--- src/adc_mon_pkg.sv ---
// package for the converter result monitor: register map, field layout, reset values
// assumes a 32-bit byte-addressed register bus with one aligned word per register
package adc_mon_pkg;
  // register byte offsets
  localparam logic [7:0] CONTROL_OFS = 8'h00;
  localparam logic [7:0] COMPARE_OFS = 8'h04;
  localparam logic [7:0] STATUS_OFS = 8'h08;
  localparam logic [7:0] IRQ_EN_OFS = 8'h0C;
  localparam logic [7:0] IRQ_CLR_OFS = 8'h10;
  localparam logic [7:0] COUNT_OFS = 8'h14;
  // control field positions
  localparam int CHAN_LSB = 0;
  localparam int DIR_BIT = 4;
  localparam int METHOD_BIT = 5;
  localparam int ENABLE_BIT = 7;
  localparam int THRESH_LSB = 8;
  // status bit positions
  localparam int STAT_MATCH_BIT = 0;
  localparam int STAT_BADCHAN_BIT = 1;
  localparam int STAT_WIDTH = 2;
  // reset values
  localparam logic [31:0] CONTROL_RST = 32'h0000_0000;
  localparam logic [11:0] COMPARE_RST = 12'h000;
  localparam logic [3:0] BAD_CHAN = 4'hF;
  // bus transfer codes
  localparam logic [1:0] HTRANS_NONSEQ = 2'h2;
  // counting policy and relation encodings
  typedef enum logic {METHOD_CONTINUOUS = 1'b0, METHOD_CUMULATIVE = 1'b1} method_t;
  typedef enum logic {DIR_LARGER = 1'b0, DIR_SMALLER = 1'b1} dir_t;
endpackage : adc_mon_pkg

--- src/adc_mon_compare.sv ---
// relation check between one conversion result and the comparison value
// assumes both values are 12-bit unsigned and come from the same clock domain
`timescale 1ns/1ps
module adc_mon_compare
  import adc_mon_pkg::*;
(
  input wire logic [11:0] result,
  input wire logic [11:0] reference,
  input wire adc_mon_pkg::dir_t direction,
  output logic hit
);
  // strict relations: equal values never match in either direction
  always_comb begin
    if (direction == DIR_LARGER) begin
      hit = result > reference;
    end else begin
      hit = result < reference;
    end
  end
endmodule : adc_mon_compare

--- src/adc_mon_counter.sv ---
// match counter with continuous and cumulative counting policies
// assumes compare events are single-cycle strobes on clk
`timescale 1ns/1ps
module adc_mon_counter
  import adc_mon_pkg::*;
(
  input wire logic clk,
  input wire logic nrst,
  input wire logic enable,
  input wire logic event_valid,
  input wire logic hit,
  input wire adc_mon_pkg::method_t method,
  input wire logic [3:0] threshold,
  output logic [4:0] count_q,
  output logic fire
);
  logic [4:0] count_d;
  logic [4:0] target;

  // required matches are field plus one
  assign target = {1'b0, threshold} + 5'h01;

  // next count and fire decision
  always_comb begin
    count_d = count_q;
    fire = 1'b0;
    if (!enable) begin
      count_d = 5'h00;
    end else if (event_valid) begin
      if (hit) begin
        if (method == METHOD_CONTINUOUS) begin
          // saturate at target so each further match fires again
          if (count_q >= target) begin
            fire = 1'b1;
          end else begin
            count_d = count_q + 5'h01;
            fire = (count_q + 5'h01) == target;
          end
        end else begin
          if ((count_q + 5'h01) >= target) begin
            fire = 1'b1;
            count_d = 5'h00;
          end else begin
            count_d = count_q + 5'h01;
          end
        end
      end else if (method == METHOD_CONTINUOUS) begin
        count_d = 5'h00;
      end // cumulative mismatch holds the count
    end
  end

  // counter register
  always_ff @(posedge clk or negedge nrst) begin
    if (!nrst) begin
      count_q <= 5'h00;
    end else begin
      count_q <= count_d;
    end
  end
endmodule : adc_mon_counter

--- src/adc_result_window_monitor.sv ---
// monitor unit 1: watches one channel's conversion results, counts relation matches
// assumes the sequencer gives one-cycle result strobes on clk and an AHB-Lite master
//
// Chosen here: the AHB-Lite register port and the address map.
`timescale 1ns/1ps
module adc_result_window_monitor
  import adc_mon_pkg::*;
(
  input wire logic clk,
  input wire logic nrst,
  // AHB-Lite slave
  input wire logic hsel,
  input wire logic [31:0] haddr,
  input wire logic [1:0] htrans,
  input wire logic hwrite,
  input wire logic [2:0] hsize,
  input wire logic [31:0] hwdata,
  input wire logic hready,
  output logic [31:0] hrdata,
  output logic hreadyout,
  output logic hresp,
  // conversion results from the sequencer
  input wire logic resultValid,
  input wire logic [3:0] resultChannel,
  input wire logic [11:0] resultData,
  // event outputs
  output logic monitorIrq,
  output logic irqLine
);
  // control fields
  logic [3:0] channel_q;
  logic direction_q;
  logic method_q;
  logic enable_q;
  logic [3:0] threshold_q;
  logic [11:0] compareValue_q;
  logic [STAT_WIDTH-1:0] status_q;
  logic [STAT_WIDTH-1:0] irqEnable_q;
  // bus address phase capture
  logic wrPend_q;
  logic rdPend_q;
  logic [7:0] addr_q;
  logic [31:0] rdata_d;
  // monitor datapath
  logic eventValid;
  logic hit;
  logic fire;
  logic [4:0] count;
  logic pulse_q;
  logic badChan;
  logic [STAT_WIDTH-1:0] statusSet;
  logic [STAT_WIDTH-1:0] statusClr;
  logic takeXfer;

  // word offset decode shared by write and read paths
  function automatic logic isReg(input logic [7:0] a, input logic [7:0] ofs);
    isReg = (a[7:2] == ofs[7:2]);
  endfunction : isReg

  // single-cycle slave: no wait states, always OKAY
  assign hreadyout = 1'b1;
  assign hresp = 1'b0;
  assign takeXfer = hsel && hready && (htrans == HTRANS_NONSEQ);

  // capture address phase for the following data phase
  always_ff @(posedge clk or negedge nrst) begin
    if (!nrst) begin
      wrPend_q <= 1'b0;
      rdPend_q <= 1'b0;
      addr_q <= 8'h00;
    end else if (hready) begin
      wrPend_q <= takeXfer && hwrite;
      rdPend_q <= takeXfer && !hwrite;
      addr_q <= haddr[7:0];
    end
  end

  // control register: write during data phase
  always_ff @(posedge clk or negedge nrst) begin
    if (!nrst) begin
      channel_q <= CONTROL_RST[CHAN_LSB +: 4];
      direction_q <= CONTROL_RST[DIR_BIT];
      method_q <= CONTROL_RST[METHOD_BIT];
      enable_q <= CONTROL_RST[ENABLE_BIT];
      threshold_q <= CONTROL_RST[THRESH_LSB +: 4];
    end else if (wrPend_q && isReg(addr_q, CONTROL_OFS)) begin
      channel_q <= hwdata[CHAN_LSB +: 4];
      direction_q <= hwdata[DIR_BIT];
      method_q <= hwdata[METHOD_BIT];
      enable_q <= hwdata[ENABLE_BIT];
      threshold_q <= hwdata[THRESH_LSB +: 4];
    end
  end

  // reference value register
  always_ff @(posedge clk or negedge nrst) begin
    if (!nrst) begin
      compareValue_q <= COMPARE_RST;
    end else if (wrPend_q && isReg(addr_q, COMPARE_OFS)) begin
      compareValue_q <= hwdata[11:0];
    end
  end

  // interrupt enable register
  always_ff @(posedge clk or negedge nrst) begin
    if (!nrst) begin
      irqEnable_q <= '0;
    end else if (wrPend_q && isReg(addr_q, IRQ_EN_OFS)) begin
      irqEnable_q <= hwdata[STAT_WIDTH-1:0];
    end
  end

  // only results of the selected channel are compared
  assign eventValid = resultValid && (resultChannel == channel_q) && enable_q;

  adc_mon_compare u_compare (
    .result(resultData),
    .reference(compareValue_q),
    .direction(dir_t'(direction_q)),
    .hit(hit)
  );

  adc_mon_counter u_counter (
    .clk(clk),
    .nrst(nrst),
    .enable(enable_q),
    .event_valid(eventValid),
    .hit(hit),
    .method(method_t'(method_q)),
    .threshold(threshold_q),
    .count_q(count),
    .fire(fire)
  );

  // registered event pulse, one cycle after the comparison
  always_ff @(posedge clk or negedge nrst) begin
    if (!nrst) begin
      pulse_q <= 1'b0;
    end else begin
      pulse_q <= fire;
    end
  end
  assign monitorIrq = pulse_q;

  // flag a forbidden channel code while enabled; the hardware still compares and counts results on that channel
  assign badChan = enable_q && (channel_q == BAD_CHAN);

  // sticky status: set wins over a clear in the same cycle
  always_comb begin
    statusSet = '0;
    statusSet[STAT_MATCH_BIT] = pulse_q;
    statusSet[STAT_BADCHAN_BIT] = badChan;
    statusClr = '0;
    if (wrPend_q && isReg(addr_q, IRQ_CLR_OFS)) begin
      statusClr = hwdata[STAT_WIDTH-1:0];
    end
  end

  always_ff @(posedge clk or negedge nrst) begin
    if (!nrst) begin
      status_q <= '0;
    end else begin
      status_q <= (status_q & ~statusClr) | statusSet;
    end
  end

  // level interrupt while any enabled status bit stands
  assign irqLine = |(status_q & irqEnable_q);

  // read mux; unmapped and write-only offsets read zero
  always_comb begin
    rdata_d = 32'h0000_0000;
    if (isReg(addr_q, CONTROL_OFS)) begin
      rdata_d[CHAN_LSB +: 4] = channel_q;
      rdata_d[DIR_BIT] = direction_q;
      rdata_d[METHOD_BIT] = method_q;
      rdata_d[ENABLE_BIT] = enable_q;
      rdata_d[THRESH_LSB +: 4] = threshold_q;
    end else if (isReg(addr_q, COMPARE_OFS)) begin
      rdata_d[11:0] = compareValue_q;
    end else if (isReg(addr_q, STATUS_OFS)) begin
      rdata_d[STAT_WIDTH-1:0] = status_q;
    end else if (isReg(addr_q, IRQ_EN_OFS)) begin
      rdata_d[STAT_WIDTH-1:0] = irqEnable_q;
    end else if (isReg(addr_q, COUNT_OFS)) begin
      rdata_d[4:0] = count;
    end
  end

  // read data is driven combinationally from registers during the data phase
  assign hrdata = rdPend_q ? rdata_d : 32'h0000_0000;
endmodule : adc_result_window_monitor

--- config.mk ---
export PLATFORM = sky130hd
export DESIGN_NAME = adc_result_window_monitor
export DESIGN_NICKNAME = d
export VERILOG_FILES = /design/src/adc_mon_pkg.sv /design/src/adc_mon_compare.sv /design/src/adc_mon_counter.sv /design/src/adc_result_window_monitor.sv
export SDC_FILE = /design/constraint.sdc
export NUM_CORES = 1
export LEC_CHECK = 0
export ABC_AREA = 1
export BUFFER_PORTS_ARGS = -buffer_cell sky130_fd_sc_hd__buf_2
export CORE_ASPECT_RATIO = 1.4
export CORE_UTILIZATION = 52
export DETAILED_ROUTE_END_ITERATION = 7
export PLACE_DENSITY = 0.84
export SYNTH_ARGS = -nofsm -noshare
export SYNTH_HDL_FRONTEND = slang
export SYNTH_SLANG_ARGS = --single-unit
--- constraint.sdc ---
create_clock -name clk -period 3.2 [get_ports clk]
set_clock_uncertainty 0.1 [all_clocks]
set_input_delay 0.16 -clock clk [delete_from_list [all_inputs] [get_ports clk]]
set_output_delay 0.16 -clock clk [all_outputs]
set_load 0.01 [all_outputs]
* Yosys cells after proc, flatten, opt, wreduce, memory -nomap -nowiden
Index checks and enable logic that the tools add are counted.
Cells by class: $add $sub $neg 2, $mul 0, div/mod/pow operators 0, order comparisons 4, eq/ne operators 12, shifts and indexed selects 0, muxes and demuxes 26, bitwise gates (word level) 4, reductions and logical operators 15
Operator list (number):
- 5-bit 2-to-1 mux | 10
- 6-bit by 2-bit equality test with 1-bit output (second input constant) | 2
- 6-bit by 3-bit equality test with 1-bit output (second input constant) | 2
- 12-bit greater-than comparator | 1
- 12-bit < comparator | 1
- 12-bit 2-to-1 mux | 1
- 1-bit logical AND | 11
- 5-bit >= comparator | 2
- 1-bit 2-to-1 mux | 8
- 7-bit 2-to-1 mux | 1
- 6-bit by 1-bit equality test with 1-bit output (second input constant) | 1
- 6-bit logical NOT | 1
- 2-bit 2-to-1 mux | 3
- 3-bit 2-to-1 mux | 2
- 6-bit 2-to-1 mux | 1
- 4-bit by 1-bit adder with 5-bit output (second input constant) | 1
- 5-bit by 1-bit adder with 5-bit output (second input constant) | 1
- 5-bit equality test | 1
- 2-bit bitwise AND | 2
- 4-bit equality test | 1
- 4-bit equality test (second input constant) | 1
- 4-bit != test (second input constant) | 1
- 3-bit by 2-bit != test with 1-bit output (second input constant) | 1
- 3-bit AND reduction | 1
- 6 further kinds | 6
Storage, ports and cells: bits in registers 43, latch bits 0, RAM bits 0, memory bits (read-only) 0, bits of input ports 91, output and inout port bits 36, word-level logic and storage cells 76, memories kept 0

* Depth between registers and ports, before layout
word-level depth 7, mapped depth 16, gate-level depth less buffers 16

* By module
Synthesis repeated with hierarchy kept, for this count alone.
Second synthesis, totals: cells, all modules 423, area total of the unflattened synthesis 3119.2 µm²
By module, submodules not included:
- adc_result_window_monitor | times used 1, cells each 243, area each 2028.2 µm², seq. area each 900.9 µm²
- adc_mon_counter | times used 1, cells each 114, area each 699.4 µm², seq. area each 125.1 µm²
- adc_mon_compare | times used 1, cells each 66, area each 391.6 µm², seq. area each 0.0 µm²

* Worst setup path before layout
No wires, ideal clock.
path type register to register, start point register u_counter.count_q[0], end point register u_counter.count_q[0], setup time 0.116 ns, data arrival time 1.710 ns, setup slack 1.274 ns, cell stages (with the launch flop) 13, path buffers 0, clock period less this slack 1.926 ns, cell sequence dfrtp_1 > ha_1 > nand2_2 > nor2_1 > xor2_1 > ha_1 > nand2_1 > nor2_2 > nand2_2 > nand3_4 > a21oi_1 > nand2_1 > nand2_1
Between the ends: longest elaborated chain between the ends 7, elaborated cells on any way between the ends 11, classes of those cells add/sub: 1; order compare: 2; eq/ne: 1; mux: 6; reduce/logical: 1
RTL lines:
- start: declaration | line adc_mon_counter.sv:14 | output logic [4:0] count_q,
- start signal: assignment | line adc_mon_counter.sv:58 | count_q <= count_d;
- 5-bit by 1-bit adder with 5-bit output | line adc_mon_counter.sv:36, adc_mon_counter.sv:40, adc_mon_counter.sv:44
- 5-bit >= comparator | line adc_mon_counter.sv:40 | if ((count_q + 5'h01) >= target) begin
- 5-bit 2-to-1 mux | line adc_mon_counter.sv:40
- 5-bit 2-to-1 mux | line adc_mon_counter.sv:31 | if (method == METHOD_CONTINUOUS) begin
- 5-bit 2-to-1 mux | line adc_mon_counter.sv:30 | if (hit) begin
- 5-bit 2-to-1 mux | line adc_mon_counter.sv:29 | end else if (event_valid) begin
- 5-bit 2-to-1 mux | line adc_mon_counter.sv:27 | if (!enable) begin
Parallel ways exist; a longest one is shown, timed or not. The select of a mux whose other input is x is not followed. A chain may end at the register's enable or synchronous reset.

* Final worst setup path
start point register u_counter.count_q[0], end point register u_counter.count_q[1]
Same word-level chain as after synthesis.

==> metrics <==
clock slew at reported path FFs=80 ps; total count of max-transition violations in the final report=0; min-delay src=hwdata[6]; WL final=6750 microns; CTS tree=built; met2 usage=40.1%; r2r worst-path depth=12; Tightest Pin Transition=905 ps; sequential share of the synthesized area=34.1%; grt total ovfl=0; P&R area growth vs syn=13.6%; setup TNS=0 ps; #FFs+latches synth=41; Worst Path Max Fanout=7; I/O Buffers=55; Layout fillers=480; Hold Path End=compareValue_q[6]; EDFF count, synth=0; register-to-register setup slack=910 ps; count leader, synth=nand2_1; vias in the first global route=2579; Final Util=61.8%; syn_area_per_cell=7.48 sq um; Setup CP Type=reg2reg; I/O pins=127; busiest grt layer=met2; Critical Path AT=2420 ps; post-synth top area cell=dfrtp_1; hold depth=3; Placer Congestion=0.909; setup ws final=914 ps; dpl ws=975 ps; largest net degree at the start of global routing=42; die area=0.00610 sq mm; initial antenna violation count=0; unrepaired setup endpoints after global routing=false; Max Cap Viol=0; # H-tree levels=2; DR iter-0 viols=124; Peak supply drop=0.344 mV; GR Util met3=3.11%; Syn Inst Count=402; Critical R2R Capture=u_counter.count_q[1]; die height=92.0 microns; Pwr Density=515 mW/mm^2; period utilization=71.4%; Crit. End Element=register; leakage power=2.02 nW; share of the synthesized area in the top cell type=34.1%; post-synth cell types=37; post-route ant nets=0; layout cells sized above 1=22.2%; footprint of the multi-input gates=0.00158 sq mm; Post-Synthesis Cell Area=0.00301 sq mm; FMAX=0.437 GHz; clk sink count=41; area of the core=0.00553 sq mm; row cnt=32; first-pass GRT wire length=11300 microns; max_slew headroom=39.7%; status=completed; # diodes=0; Yosys Warn Count=0; HP Class=in2reg; critical path data required time=3340 ps; CTS root buf=clkbuf_8; Wirelength per Cell=12.7 microns; Main synth FF type=dfrtp_1; Async S/R FF share, synth=100%; clk buf depth=2; HPWL Detailed=5290 microns; Skew-Pair Late Insertion Delay=300 ps; R2R Path Start=u_counter.count_q[0]; All-Layer GR Usage=24.0%; drt pass-1 iters=4; TritonCTS Buffers=5; endpoints failing hold=0; Die Wd=66.3 microns; Sequential Area=0.00103 sq mm; Layout Nets=573; final-report setup violation count=0; DRC Markers=0; post_cts resized=0; via count=2699; fin crit period=2290 ps; Post-synth top cells=87 x nand2_1, 66 x inv_1, 41 x dfrtp_1, 33 x o21ai_0, 23 x buf_4; grt met1 use=29.5%; vias per inst=5.08; type of origin of the critical path=register; Starting Density=54.4%; top cells by area, synth=dfrtp_1 34%, nand2_1 11%, ha_1 8.3%
==> area by class of cell <==
type / instances / share of cell area [%]
Multi-Input combinational cell: 280 / 46.2
Sequential cell: 41 / 30.0
Tap cell: 68 / 2.49
Timing Repair Buffer: 63 / 10.4
Inverter: 71 / 7.80
Clock inverter: 1 / 0.256
Clock buffer: 7 / 2.82
==> critical path: stages (launching register included) <==
cell	delay, ps
dfrtp_1	500
ha_1	240
nand2_2	70
nor2_1	120
xor2_1	260
ha_1	290
inv_1	60
o21bai_1	70
inv_1	100
nand3_4	110
a21oi_1	160
nand2_1	80
nand2_1	70
==> what timing repair did <==
action	CTS	global route
hold endpoints to repair	47	1
hold buffers	7	1
setup buffers	0	0
==> cells in the final DEF (no fill, tap or decap) <==
cell | Yosys | layout
a211oi_1 | 1 | 1
nor2_2 | 4 | 4
o21bai_1 | 2 | 2
nor2_4 | 2 | 2
o21ai_1 | 1 | 1
inv_1 | 66 | 66
o32ai_1 | 5 | 5
nand3_4 | 1 | 1
nand2_2 | 18 | 18
nand2_1 | 87 | 87
clkbuf_8 | 0 | 7
nand3_2 | 3 | 3
nand4_1 | 13 | 13
clkinv_1 | 1 | 1
ha_1 | 20 | 20
a21oi_1 | 15 | 15
o22ai_1 | 4 | 4
nand2_4 | 1 | 1
conb_1 | 2 | 22
a221oi_1 | 1 | 1
mux2_2 | 3 | 3
xnor2_1 | 3 | 3
o221ai_1 | 1 | 1
a21oi_2 | 3 | 3
o21ai_0 | 33 | 33
or2_2 | 1 | 1
buf_2 | 3 | 55
inv_2 | 4 | 4
nor2_1 | 17 | 17
nor3_1 | 1 | 1
dlygate4sd3_1 | 0 | 8
inv_6 | 0 | 1
nand3_1 | 14 | 14
xor2_1 | 3 | 3
dfrtp_1 | 41 | 41
nand3b_1 | 1 | 1
==> report_power, final <==
part | switching (mW) | total (mW) | internal (mW)
Combinational | 0.421 | 0.691 | 0.270
Sequential | 0.0917 | 0.681 | 0.589
Clock | 0.188 | 0.387 | 0.199
Total | 0.701 | 1.76 | 1.06
==> worst max path at each step <==
stage | start | to | slack (ps) | cells past startpoint
final | u_counter.count_q[0] | u_counter.count_q[1] | 910 | 12
after global routing | u_counter.count_q[0] | u_counter.count_q[3] | 790 | 12
after CTS | u_counter.count_q[0] | u_counter.count_q[0] | 940 | 12
after detailed placement | u_counter.count_q[0] | u_counter.count_q[1] | 980 | 12
after global placement | u_counter.count_q[0] | u_counter.count_q[0] | 990 | 12
after floorplan | u_counter.count_q[0] | u_counter.count_q[0] | 1270 | 12
==> per-stage QoR <==
step | hold WS (ps) | std cells | power [mW] | cell area, sq um
finish | 3.33 | 531 | 1.76 | 3420
floorplan | -236 | 422 | 1.22 | 3080
global route | 21.5 | 531 | 1.88 | 3420
CTS | 0.830 | 530 | 1.76 | 3410
detailed placement | 241 | 515 | 1.36 | 3230
global placement | 226 | 515 | 1.33 | 3230
==> logic make-up (layout without fill, tap and decap cells) <==
family	Yosys count	after routing	share of synthesized area [%]
muxes	3	3	1.12
AOI/OAI and AO/OA	66	66	12.6
adders and majority gates	20	20	8.32
buffers and inverters	101	142	15.9
other	2	22	0.250
and+or+nand+nor	163	163	25.9
xor gates and xnor gates	6	6	1.75
DFF	41	41	34.1
==> state kept, by name, indices dropped and copies added, names as in the netlist, 2 cells and up <==
name	count
addr_q	6
channel_q	4
compareValue_q	12
irqEnable_q	2
status_q	2
threshold_q	4
u_counter.count_q	5
==> routing by layer <==
metal | part of all wire (%) | vias to the layer above
met4 | 3.1 | 0
met3 | 3.1 | 17
met2 | 52 | 73
li1 | - | 1365
met5 | 0 | -
met1 | 42 | 1244
(Power assumes the default switching activity.)
